[src/hw/cpcond_pkg.sv]
// Shared constants and types for the coprocessor conditional sequencer.
package cpcond_pkg;
    localparam logic [3:0] CPCOND_FLINE = 4'hf;
    localparam int CPCOND_SEL_HI = 11;
    localparam int CPCOND_SEL_LO = 9;
    localparam logic [2:0] CPCOND_TYPE_BR_W = 3'h2;
    localparam logic [2:0] CPCOND_TYPE_BR_L = 3'h3;
    localparam logic [2:0] CPCOND_TYPE_SET = 3'h1;
    localparam logic [5:0] CPCOND_TYPE_DEC = 6'h09;
    localparam logic [7:0] CPCOND_BYTE_TRUE = 8'hff;
    localparam logic [7:0] CPCOND_BYTE_FALSE = 8'h00;
    localparam logic [15:0] CPCOND_MINUS_ONE = 16'hffff;
    // Response word fields: bit 15 come-again, bits 12..8 primitive code.
    localparam int CPCOND_RSP_CA = 15;
    localparam logic [4:0] CPCOND_PRIM_NULL = 5'h08;
    localparam int CPCOND_RSP_TRUE = 0;
    // Register map of the plain software port.
    localparam logic [3:0] CPCOND_A_OPWORD = 4'h0;
    localparam logic [3:0] CPCOND_A_EXTCNT = 4'h1;
    localparam logic [3:0] CPCOND_A_SCAN = 4'h2;
    localparam logic [3:0] CPCOND_A_STATUS = 4'h3;
    localparam logic [3:0] CPCOND_A_TARGET = 4'h4;
    localparam logic [3:0] CPCOND_A_COUNT = 4'h5;
    localparam logic [3:0] CPCOND_A_EAWORDS = 4'h6;
    localparam int CPCOND_NREG = 8;
    typedef enum logic [1:0] {
        CPCOND_K_NONE,
        CPCOND_K_BRANCH,
        CPCOND_K_SET,
        CPCOND_K_DEC
    } cpcond_kind_t;
endpackage

[src/hw/cpcond_regfile.sv]
`timescale 1ns/1ps
// Small register file holding the eight loop counter data registers.
module cpcond_regfile (
    input wire logic clk_sys,
    input wire logic rstn,
    input wire logic we,
    input wire logic [2:0] waddr,
    input wire logic [31:0] wdata,
    input wire logic [2:0] raddr,
    output logic [31:0] rdata
);
    import cpcond_pkg::*;
    typedef struct packed {
        logic [7:0][31:0] mem;
        logic [31:0] rd;
    } cpcond_rf_t;
    cpcond_rf_t s_q;
    cpcond_rf_t s_d;
    always_comb begin
        s_d = s_q;
        if (we) begin
            s_d.mem[waddr] = wdata;
        end
        s_d.rd = s_d.mem[raddr];
    end
    always_ff @(posedge clk_sys) begin
        if (!rstn) begin
            s_q <= '0;
        end else begin
            s_q <= s_d;
        end
    end
    assign rdata = s_q.rd;
endmodule

[src/hw/cpcond_core.sv]
// Decided for this implementation: the address map and the strobed register port.
`timescale 1ns/1ps
// Main-processor sequencer for coprocessor conditional instructions.
module cpcond_core (
    input wire logic clk_sys,
    input wire logic rstn,
    input wire logic [3:0] reg_addr,
    input wire logic [31:0] reg_wdata,
    input wire logic reg_wr,
    input wire logic reg_rd,
    output logic [31:0] reg_rdata,
    input wire logic [15:0] istream_word,
    output logic istream_req,
    output logic [31:0] instruction_scan_pointer,
    output logic cir_wr,
    output logic [15:0] cir_wdata,
    output logic [2:0] coproc_select_code,
    output logic rsp_rd,
    input wire logic [15:0] rsp_data,
    output logic service_req,
    input wire logic service_done,
    output logic byte_wr,
    output logic [7:0] byte_data,
    output logic protocol_violation,
    output logic done
);
    import cpcond_pkg::*;
    typedef enum logic [3:0] {
        CPCOND_IDLE, CPCOND_SEL, CPCOND_CIR, CPCOND_RSP, CPCOND_SVC,
        CPCOND_EXT, CPCOND_DHI, CPCOND_DLO, CPCOND_EAW, CPCOND_FIN,
        CPCOND_DECW, CPCOND_END
    } cpcond_state_t;
    typedef struct packed {
        cpcond_state_t st;
        cpcond_kind_t kind;
        logic long_d;
        logic [15:0] op;
        logic [15:0] cond;
        logic [3:0] ext_cnt;
        logic [3:0] left;
        logic [2:0] ea_cnt;
        logic [31:0] scan;
        logic [31:0] disp_base;
        logic [31:0] disp;
        logic [31:0] target;
        logic result;
        logic viol;
        logic busy;
        logic [31:0] rdata;
        logic cir_wr;
        logic rsp_rd;
        logic byte_wr;
        logic done;
    } cpcond_st_t;
    cpcond_st_t s_q;
    cpcond_st_t s_d;
    logic rf_we;
    logic [31:0] rf_rdata;
    logic [31:0] dec_val;

    // Decodes an operation word into its instruction kind.
    function automatic cpcond_kind_t decode(input logic [15:0] w);
        cpcond_kind_t k;
        k = CPCOND_K_NONE;
        if (w[15:12] == CPCOND_FLINE) begin
            if (w[8:3] == CPCOND_TYPE_DEC) begin
                k = CPCOND_K_DEC;
            end else if (w[8:6] == CPCOND_TYPE_SET) begin
                k = CPCOND_K_SET;
            end else if (w[8:6] == CPCOND_TYPE_BR_W ||
                         w[8:6] == CPCOND_TYPE_BR_L) begin
                k = CPCOND_K_BRANCH;
            end
        end
        return k;
    endfunction

    // Sign-extends a word to a long word.
    function automatic logic [31:0] sext(input logic [15:0] w);
        return {{16{w[15]}}, w};
    endfunction

    assign dec_val = {rf_rdata[31:16], rf_rdata[15:0] - 16'h0001};
    assign rf_we = s_q.st == CPCOND_DECW;

    cpcond_regfile u_rf (
        .clk_sys(clk_sys),
        .rstn(rstn),
        .we(rf_we),
        .waddr(s_q.op[2:0]),
        .wdata(dec_val),
        .raddr(s_q.op[2:0]),
        .rdata(rf_rdata)
    );

    always_comb begin
        s_d = s_q;
        s_d.cir_wr = 1'b0;
        s_d.rsp_rd = 1'b0;
        s_d.byte_wr = 1'b0;
        s_d.done = 1'b0;
        s_d.rdata = '0;
        if (reg_rd) begin
            case (reg_addr)
                CPCOND_A_OPWORD: s_d.rdata = {16'h0000, s_q.op};
                CPCOND_A_EXTCNT: s_d.rdata = {28'h0, s_q.ext_cnt};
                CPCOND_A_SCAN: s_d.rdata = s_q.scan;
                CPCOND_A_STATUS: s_d.rdata = {28'h0, s_q.busy, s_q.viol,
                                              s_q.result, s_q.done};
                CPCOND_A_TARGET: s_d.rdata = s_q.target;
                CPCOND_A_COUNT: s_d.rdata = rf_rdata;
                CPCOND_A_EAWORDS: s_d.rdata = {29'h0, s_q.ea_cnt};
                default: s_d.rdata = '0;
            endcase
        end
        if (reg_wr) begin
            case (reg_addr)
                CPCOND_A_EXTCNT: s_d.ext_cnt = reg_wdata[3:0];
                CPCOND_A_SCAN: s_d.scan = reg_wdata;
                // Up to five address words; larger values of bits 2..0 saturate.
                CPCOND_A_EAWORDS: s_d.ea_cnt = (reg_wdata[2:0] > 3'h5) ?
                                               3'h5 : reg_wdata[2:0];
                default: ;
            endcase
        end
        case (s_q.st)
            CPCOND_IDLE: begin
                if (istream_word != 16'h0000 && !s_q.busy) begin
                    s_d.op = istream_word;
                    s_d.kind = decode(istream_word);
                    s_d.long_d = istream_word[6];
                    s_d.scan = s_q.scan + 32'h2;
                    s_d.viol = 1'b0;
                    if (decode(istream_word) != CPCOND_K_NONE) begin
                        s_d.busy = 1'b1;
                        s_d.cond = istream_word;
                        s_d.st = (decode(istream_word) == CPCOND_K_BRANCH) ?
                                 CPCOND_CIR : CPCOND_SEL;
                    end
                end
            end
            CPCOND_SEL: begin
                s_d.cond = istream_word;
                s_d.scan = s_q.scan + 32'h2;
                s_d.st = CPCOND_CIR;
            end
            CPCOND_CIR: begin
                s_d.cir_wr = 1'b1;
                s_d.st = CPCOND_RSP;
            end
            CPCOND_RSP: begin
                s_d.rsp_rd = 1'b1;
                if (s_q.rsp_rd) begin
                    s_d.rsp_rd = 1'b0;
                    if (rsp_data[12:8] == CPCOND_PRIM_NULL) begin
                        s_d.result = rsp_data[CPCOND_RSP_TRUE];
                        s_d.left = s_q.ext_cnt;
                        s_d.st = CPCOND_EXT;
                    end else if (!rsp_data[CPCOND_RSP_CA]) begin
                        s_d.viol = 1'b1;
                        s_d.st = CPCOND_END;
                    end else begin
                        s_d.st = CPCOND_SVC;
                    end
                end
            end
            CPCOND_SVC: begin
                if (service_done) begin
                    s_d.st = CPCOND_RSP;
                end
            end
            CPCOND_EXT: begin
                if (s_q.left != 4'h0) begin
                    s_d.left = s_q.left - 4'h1;
                    s_d.scan = s_q.scan + 32'h2;
                end else begin
                    s_d.disp_base = s_q.scan;
                    s_d.left = {1'b0, s_q.ea_cnt};
                    s_d.st = (s_q.kind == CPCOND_K_SET) ?
                             CPCOND_EAW : CPCOND_DHI;
                end
            end
            CPCOND_DHI: begin
                s_d.scan = s_q.scan + 32'h2;
                s_d.disp = sext(istream_word);
                s_d.st = (s_q.kind == CPCOND_K_BRANCH && s_q.long_d) ?
                         CPCOND_DLO : CPCOND_FIN;
            end
            CPCOND_DLO: begin
                s_d.scan = s_q.scan + 32'h2;
                s_d.disp = {s_q.disp[15:0], istream_word};
                s_d.st = CPCOND_FIN;
            end
            CPCOND_EAW: begin
                if (s_q.left != 4'h0) begin
                    s_d.left = s_q.left - 4'h1;
                    s_d.scan = s_q.scan + 32'h2;
                end else begin
                    s_d.st = CPCOND_FIN;
                end
            end
            CPCOND_FIN: begin
                s_d.target = s_q.disp_base + s_q.disp;
                s_d.st = CPCOND_END;
                case (s_q.kind)
                    CPCOND_K_BRANCH: begin
                        if (s_q.result) begin
                            s_d.scan = s_q.disp_base + s_q.disp;
                        end
                    end
                    CPCOND_K_SET: begin
                        s_d.byte_wr = 1'b1;
                    end
                    CPCOND_K_DEC: begin
                        if (!s_q.result) begin
                            s_d.st = CPCOND_DECW;
                        end
                    end
                    default: ;
                endcase
            end
            CPCOND_DECW: begin
                // branch unless counter reached minus one.
                if (dec_val[15:0] != CPCOND_MINUS_ONE) begin
                    s_d.scan = s_q.target;
                end
                s_d.st = CPCOND_END;
            end
            CPCOND_END: begin
                s_d.done = 1'b1;
                s_d.busy = 1'b0;
                s_d.st = CPCOND_IDLE;
            end
            default: s_d.st = CPCOND_IDLE;
        endcase
    end

    always_ff @(posedge clk_sys) begin
        if (!rstn) begin
            s_q <= '0;
        end else begin
            s_q <= s_d;
        end
    end

    assign reg_rdata = s_q.rdata;
    assign instruction_scan_pointer = s_q.scan;
    assign cir_wr = s_q.cir_wr;
    assign cir_wdata = s_q.cond;
    assign coproc_select_code = s_q.op[CPCOND_SEL_HI:CPCOND_SEL_LO];
    assign rsp_rd = s_q.rsp_rd;
    assign service_req = s_q.st == CPCOND_SVC;
    assign byte_wr = s_q.byte_wr;
    assign byte_data = s_q.result ? CPCOND_BYTE_TRUE : CPCOND_BYTE_FALSE;
    assign protocol_violation = s_q.viol;
    assign done = s_q.done;
    assign istream_req = s_q.st == CPCOND_SEL || s_q.st == CPCOND_DHI ||
                         s_q.st == CPCOND_DLO ||
                         ((s_q.st == CPCOND_EXT || s_q.st == CPCOND_EAW) &&
                          s_q.left != 4'h0);

    property p_viol;
        @(posedge clk_sys) disable iff (!rstn)
        rsp_rd && rsp_data[12:8] != CPCOND_PRIM_NULL &&
        !rsp_data[CPCOND_RSP_CA] |=> protocol_violation;
    endproperty
    a_viol: assert property (p_viol) else $error("missed violation");
    property p_setbyte;
        @(posedge clk_sys) disable iff (!rstn)
        byte_wr |-> byte_data == (s_q.result ? 8'hff : 8'h00);
    endproperty
    a_setbyte: assert property (p_setbyte) else $error("bad byte");
    property p_cirw;
        @(posedge clk_sys) disable iff (!rstn)
        cir_wr |=> rsp_rd;
    endproperty
    a_cirw: assert property (p_cirw) else $error("no response read");
    property p_branch;
        @(posedge clk_sys) disable iff (!rstn)
        s_q.st == CPCOND_FIN && s_q.kind == CPCOND_K_BRANCH && s_q.result
        |=> instruction_scan_pointer == $past(s_q.disp_base + s_q.disp);
    endproperty
    a_branch: assert property (p_branch) else $error("bad target");
    property p_sext;
        @(posedge clk_sys) disable iff (!rstn)
        s_q.st == CPCOND_DHI |=> s_q.disp[31:15] == {17{s_q.disp[15]}};
    endproperty
    a_sext: assert property (p_sext) else $error("no sign extend");
    property p_sel;
        @(posedge clk_sys) disable iff (!rstn)
        s_q.st == CPCOND_IDLE && decode(istream_word) == CPCOND_K_BRANCH
        && !s_q.busy |=> ##1 cir_wr && cir_wdata == $past(istream_word, 2);
    endproperty
    a_sel: assert property (p_sel) else $error("bad selector");
    property p_ndec;
        @(posedge clk_sys) disable iff (!rstn)
        s_q.st == CPCOND_FIN && s_q.kind == CPCOND_K_DEC && s_q.result
        |=> done == 1'b0 ##1 done;
    endproperty
    a_ndec: assert property (p_ndec) else $error("true loop bad");
    property p_ext;
        @(posedge clk_sys) disable iff (!rstn)
        s_q.st == CPCOND_EXT && s_q.left != 4'h0
        |=> instruction_scan_pointer == $past(instruction_scan_pointer) + 2;
    endproperty
    a_ext: assert property (p_ext) else $error("ext skip bad");
    c_br: cover property (@(posedge clk_sys) cir_wr ##[1:20] done);
    c_set: cover property (@(posedge clk_sys) byte_wr);
    c_dec: cover property (@(posedge clk_sys) rf_we);
    c_viol: cover property (@(posedge clk_sys) protocol_violation);
endmodule

[config.mk]
export PLATFORM = sky130hd
export DESIGN_NAME = cpcond_core
export DESIGN_NICKNAME = d
export VERILOG_FILES = /design/src/hw/cpcond_pkg.sv /design/src/hw/cpcond_regfile.sv /design/src/hw/cpcond_core.sv
export SDC_FILE = /design/constraint.sdc
export NUM_CORES = 1
export LEC_CHECK = 0
export BUFFER_PORTS_ARGS = -buffer_cell sky130_fd_sc_hd__buf_2
export CAP_MARGIN = 20
export CORE_MARGIN = 3
export CORE_UTILIZATION = 60
export DETAILED_ROUTE_END_ITERATION = 8
export GPL_TIMING_DRIVEN = 0
export PLACE_DENSITY = 0.85
export RECOVER_POWER = 100
export SYNTH_ARGS = -nofsm -noshare
export SYNTH_HDL_FRONTEND = slang
export SYNTH_HIERARCHICAL = 1
export SYNTH_SLANG_ARGS = --single-unit
[constraint.sdc]
create_clock -name clk_sys -period 4 [get_ports clk_sys]
set_input_delay 0.4 -clock clk_sys [delete_from_list [all_inputs] [get_ports clk_sys]]
set_output_delay 0.4 -clock clk_sys [all_outputs]
set_load 0.01 [all_outputs]
# [Yosys cells after proc, flatten, opt, wreduce, memory -nomap -nowiden]
# Cells that the tools add are included.
[word_totals] register_bits=505 input_bits=73 out_inout_bits=98 wordCells=169
[classes] add_sub_neg=4 order_cmp=3 n_eq_ne=38 mux=59 bitwise=1 reduce_logical=35
[op_table] cell="two-way mux 32 bit" count=9
[op_table] cell="bitwise mux 256 bit" count=1
[op_table] cell="two-way mux 256 bit" count=1
[op_table] cell="case mux 32 bit (7 select lines)" count=1
[op_table] cell="case mux 32 bit (5 select lines)" count=1
[op_table] cell="binary-select mux 32 bit (select 3 bit)" count=1
[op_table] cell="demux 32 bit (select 3 bit)" count=1
[op_table] cell="case mux 32 bit (2 select lines)" count=1
[op_table] cell="two-way mux 4 bit" count=14
[op_table] cell="case mux 4 bit (11 select lines)" count=1
[op_table] cell="two-way mux 39 bit" count=1
[op_table] cell="adder 32 x 2 -> 32 bit (second input constant)" count=1
[op_table] cell="adder 32 bit" count=1
[op_table] cell="case mux 16 bit (2 select lines)" count=1
[op_table] cell="equality test 4 x 3 -> 1 bit (second input constant)" count=7
[op_table] cell="equality test 4 bit (second input constant)" count=5
[op_table] cell="two-way mux 2 bit" count=10
[op_table] cell="equality test 4 x 2 -> 1 bit (second input constant)" count=4
[op_table] cell="two-way mux 16 bit" count=1
[op_table] cell="!= test 16 bit (second input constant)" count=1
[op_table] cell="!= test 2 bit (second input constant)" count=8
[op_table] cell="nonzero test 16 bit" count=1
[op_table] cell="subtractor 16 x 1 -> 16 bit (second input constant)" count=1
[op_table] cell="AND reduction 2 bit" count=7
[op_table] cell="31 further kinds" count=60

# [Logic depth before layout (Yosys ltp)]
[depth] ltp_word=17 depth_mapped=14 ltp_nobuf=10

# [Modules after synthesis]
# Netlist, hierarchy kept.
[modules_own_cells] mod="cpcond_core" instances=1 cells_per_inst=1722 area_per_inst_um2=13198.9 seq_area_each_um2=4324.1
[modules_own_cells] mod="cpcond_regfile" instances=1 cells_per_inst=1206 area_per_inst_um2=12384.4 seq_area_each_um2=5765.5

# [Least setup slack after synthesis]
# OpenSTA, ideal clock, no wires.
[synth_timing] kind="register -> register" startpoint="register u_rf.s_q, in the netlist u_rf/rdata[0]" endpoint="register s_q, in the netlist instruction_scan_pointer[14]" setup_ns=0.116 arrival_ns=2.832 t_required_ns=3.884 setup_slack_ns=1.052 stages_incl_launch_ff=12 path_buffers=2 synth_period_minus_slack_ns=2.948 cell_sequence="dfxtp_1 -> buf_4 -> inv_1 -> ha_1 -> or4b_4 -> nor4_4 -> nand3_1 -> a2111o_1 -> o21a_1 -> buf_6 -> a221o_1 -> o211a_1"
[synth_via] elab_chain_cells=4
[synth_rtl] element="start, declared" line="cpcond_regfile.sv:17" text="cpcond_rf_t s_q;"
[synth_rtl] element="start signal, assigned" line="cpcond_regfile.sv:28" text="s_q <= '0;"
[synth_rtl] element="start signal, assigned" line="cpcond_regfile.sv:30" text="s_q <= s_d;"
[synth_rtl] element="subtractor 16 x 1 -> 16 bit" line="cpcond_core.sv:83" text="assign dec_val = {rf_rdata[31:16], rf_rdata[15:0] - 16'h0001};"
[synth_rtl] element="via dec_val[0]" line="cpcond_core.sv:59" text="logic [31:0] dec_val;"
[synth_rtl] element="!= test 16 bit" line="cpcond_core.sv:224" text="if (dec_val[15:0] != CPCOND_MINUS_ONE) begin"
[synth_rtl] element="two-way mux 32 bit" line="cpcond_core.sv:224"
[synth_rtl] element="case mux 32 bit (5 select lines)" line="cpcond_core.sv:126" text="case (s_q.st)"
[synth_rtl] element="end signal, assigned" line="cpcond_core.sv:240" text="s_q <= '0;"
[synth_rtl] element="end signal, assigned" line="cpcond_core.sv:242" text="s_q <= s_d;"
[synth_rtl] element="end, declared" line="cpcond_core.sv:55" text="cpcond_st_t s_q;"
# The timed path passes the listed nets, and every way through them passes these cells.
# A chain may end at the register's enable or synchronous reset.

==> results.toml <==
[status]
status = "finished clean"

[power_and_ir_drop]
power.leakage_nw = 11.4
ir_drop_mv = 0.502
power_density_nw_per_um2 = 598

[clock_tree]
numCtsBuffers = 52
cts.sinks = 504
cts_root_buf = "clkbuf_16"
path_clk_slew_ns = 0.07
htreeDepth = 2
cts_hold_buf = 0
cts.path.max_buffers = 3
clock_latency_ns = 0.64
cts_tree = "built"

[setup_path]
arrival_ns = 4.38
crit_path_end_kind = "flip-flop"
r2r_slack_ns = 0.11
crit_start = "s_q[213]"
cp_common_cell = "clkbuf_1"
r2r-start = "s_q[213]"
crit_slowest_cell = "clkbuf_1"
cpPeakStageDelay_ns = 0.74
reg2regPathDepth = 8
path_cells = "clkbuf_1 -> inv_1 -> nor2_1 -> nand2_1 -> nor2_2 -> clkbuf_1 -> nand3_1 -> a221oi_1"
crit_path_start_kind = "flip-flop"
path_max_fanout = 10
reg2reg_to = "instruction_scan_pointer[25]"
required_ns = 4.49
critical_path_class = "reg2reg"

[sta]
slew_headroom = 0.200
min_period_ns = 3.89
fin_ws_ns = 0.108
slew_violations = 0
post-route-period-util = 0.973
setup_viol = 0
worst_slew_pin_slew_ns = 1.20
hold_viol_final = 0
skew_ns = 0.0563
fmax_mhz = 257

[min_path]
min_path_type = "in2reg"
hold_depth = 3
holdCritStartpoint = "rsp_data[0]"
whs_endpoint = "s_q[38]"

[detailed_routing]
antenna_left = 0
postRouteWirelength_um = 90500
drtIter0Drc = 2738
drc_errors = 0
vias = 23600
drt_pass1_iterations = 6
wl_per_cell_um = 24.3
vias_per_cell = 6.33

[placement]
place_ws_ns = 0.0195
gp_congestion = 0.979
dp_hpwl_um = 67000
portBuffers = 159

[logic_synthesis]
synth-edff-count = 0
synthAdderAreaFrac = 0.0179
ys_warn_count = 6
seq_area_frac_synth = 0.394
synth_area_sq_um = 25600
synth_top_area_cell = "dfxtp_1"
synth_area_leaders = "dfxtp_1 (39%), mux2i_1 (13%), nor2b_1 (6.4%)"
synthSimpleGateAreaFrac = 0.198
synth_nets = 3037
async_reset_ff_frac = 0
syn_inst = 2928
synth_top_family_by_area = "simple AND/OR/NAND/NOR gates"
synth-xor-area-share = 0.0195
synth_compound_area_frac = 0.162
synth-seq-cells = 504
avgSynthCellArea_sq_um = 8.74
synth_top_area_share = 0.394
synth_ff_type = "dfxtp_1"
synth_cell_type_count = 82
synth.area.mux_share = 0.126

[floorplanning]
dieArea_sq_um = 45200
core_area_sq_um = 42000
io_pins = 171
die_h_um = 212
initial_core_util = 0.609
num_rows = 75
dieWidth_um = 212

[cells_and_area]
final_common_cell = "dfxtp_1"
final_cell_mix = "dfxtp_1 (504), nand2_1 (363), mux2i_1 (321)"
fillers = 3298
drive_gt1_frac = 0.129
areaGrowthSynthToFinish_pct = 12.9
fin_util = 0.687
nets = 3258

[grt]
grt_pass1_vias = 23000
grt_max_degree = 17
grt-ovfl-total = 0
antenna_found_initial = 1
grt_use_total = 0.391
grt_first_pass_wirelength_um = 136000

[job]
cap_viol_max_count = 0
-- cells in the mapped netlist, types with 4 or more instances --
cell type / count
buf_4: 134
ha_1: 35
a21oi_1: 184
clkbuf_1: 176
nand3_1: 58
o21ai_1: 9
xor2_1: 26
o41ai_1: 4
nand2_1: 363
o221ai_1: 15
a21o_1: 19
o22ai_1: 27
nand4_1: 18
inv_1: 30
xnor2_1: 31
and2_1: 13
nand3b_1: 9
o31ai_1: 5
nor2b_1: 263
nor3_2: 4
a22oi_1: 107
mux2i_1: 321
nor2_1: 148
dfxtp_1: 504
a211oi_1: 19
a222oi_1: 5
nor4_1: 13
o21a_1: 6
nor3b_1: 6
buf_2: 40
nor3_1: 37
buf_6: 8
and3_1: 15
nand4b_1: 5
o21bai_1: 7
nand2b_1: 17
o211ai_1: 9
a221o_1: 6
a221oi_2: 15
buf_1: 9
a31oi_1: 14
a221oi_1: 60
o21ai_0: 58
or3_1: 14
-- logic make-up (layout without fill, tap and decap cells) --
| logic type | Yosys count | count (layout) |
|---|---|---|
| AOI/OAI and AO/OA | 602 | 602 |
| DFF | 504 | 504 |
| adders and majority gates | 36 | 36 |
| muxes | 323 | 323 |
| buffers and inverters | 398 | 661 |
| other | 0 | 1 |
| xor gates and xnor gates | 57 | 57 |
| and+or+nand+nor | 1008 | 1008 |
-- worst max-delay path, delay by kind of cell, from the launching register on --
family / cells / cell delay (ns)
AO/OA/AOI/OAI: 1 / 0.35
buffers and inverters: 3 / 1.31
flip-flops: 1 / 0.38
AND/OR/NAND/NOR: 4 / 1.70
-- per-stage QoR --
| step | instances | power (W) | area, sq um | TNS (ns) | hold slack [ns] |
|---|---|---|---|---|---|
| after detailed placement | 3628 | 0.0119 | 27100 | 0 | 0.455 |
| after floorplan | 2928 | 0.00990 | 25600 | 0 | 0.440 |
| after global placement | 3626 | 0.0118 | 27100 | 0 | 0.446 |
| final | 3731 | 0.0173 | 28900 | 0 | 0.0168 |
| after CTS | 3726 | 0.0171 | 28900 | 0 | 0.00769 |
| after global routing | 3731 | 0.0179 | 28900 | -0.00865 | 0.0220 |
-- report_power, final --
group | leakage (nW) | switching (W) | internal, W | total, W
sequential | 4.07 | 0.000467 | 0.00540 | 0.00587
combinational | 6.45 | 0.00402 | 0.00222 | 0.00624
clock | 0.890 | 0.00215 | 0.00299 | 0.00514
total | 11.4 | 0.00663 | 0.0106 | 0.0173
-- registers in the layout, indices dropped and copies added, names as in the netlist, 3 cells and up --
signal	cells
s_q	128
u_rf/s_q	256
cir_wdata	16
u_rf/rdata	32
reg_rdata	32
instruction_scan_pointer	32
coproc_select_code	3
-- per-layer routing --
metal  up-vias  share of wire  global-route usage
met5         -              0                   0
met4         0          0.060               0.219
met3       314          0.089              0.0633
met2      1383           0.46               0.637
met1     11300           0.39               0.496
li1      10600              -                   -
-- cell type report --
type	instances	area, sq um	area share
clock inverters	26	363	0.0126
diodes	1	2.50	0.0000867
clock buffers	70	1470	0.0509
inverters	31	116	0.00403
repair buffers	167	768	0.0266
multi-input cells	2026	13400	0.464
flip-flops and latches	504	10100	0.349
plain buffers	367	1990	0.0689
well taps	539	674	0.0234
-- worst max path at each step --
stage | endpoint | slack (ns) | cells after the start
after floorplan | instruction_scan_pointer[14] | 1.05 | 11
after global placement | instruction_scan_pointer[23] | 0.03 | 10
after detailed placement | u_rf/rdata[5] | 0.02 | 13
after CTS | instruction_scan_pointer[25] | 0.02 | 8
after global routing | u_rf/rdata[0] | -0.006 | 14
final | instruction_scan_pointer[25] | 0.11 | 8
-- timing repair --
item	4_1_cts	5_1_grt
setup endpoints to repair	5	54
resized for setup	0	5
pin swaps	0	1
buffers inserted	2	3
No activity file was read; power rests on OpenSTA's default activity.
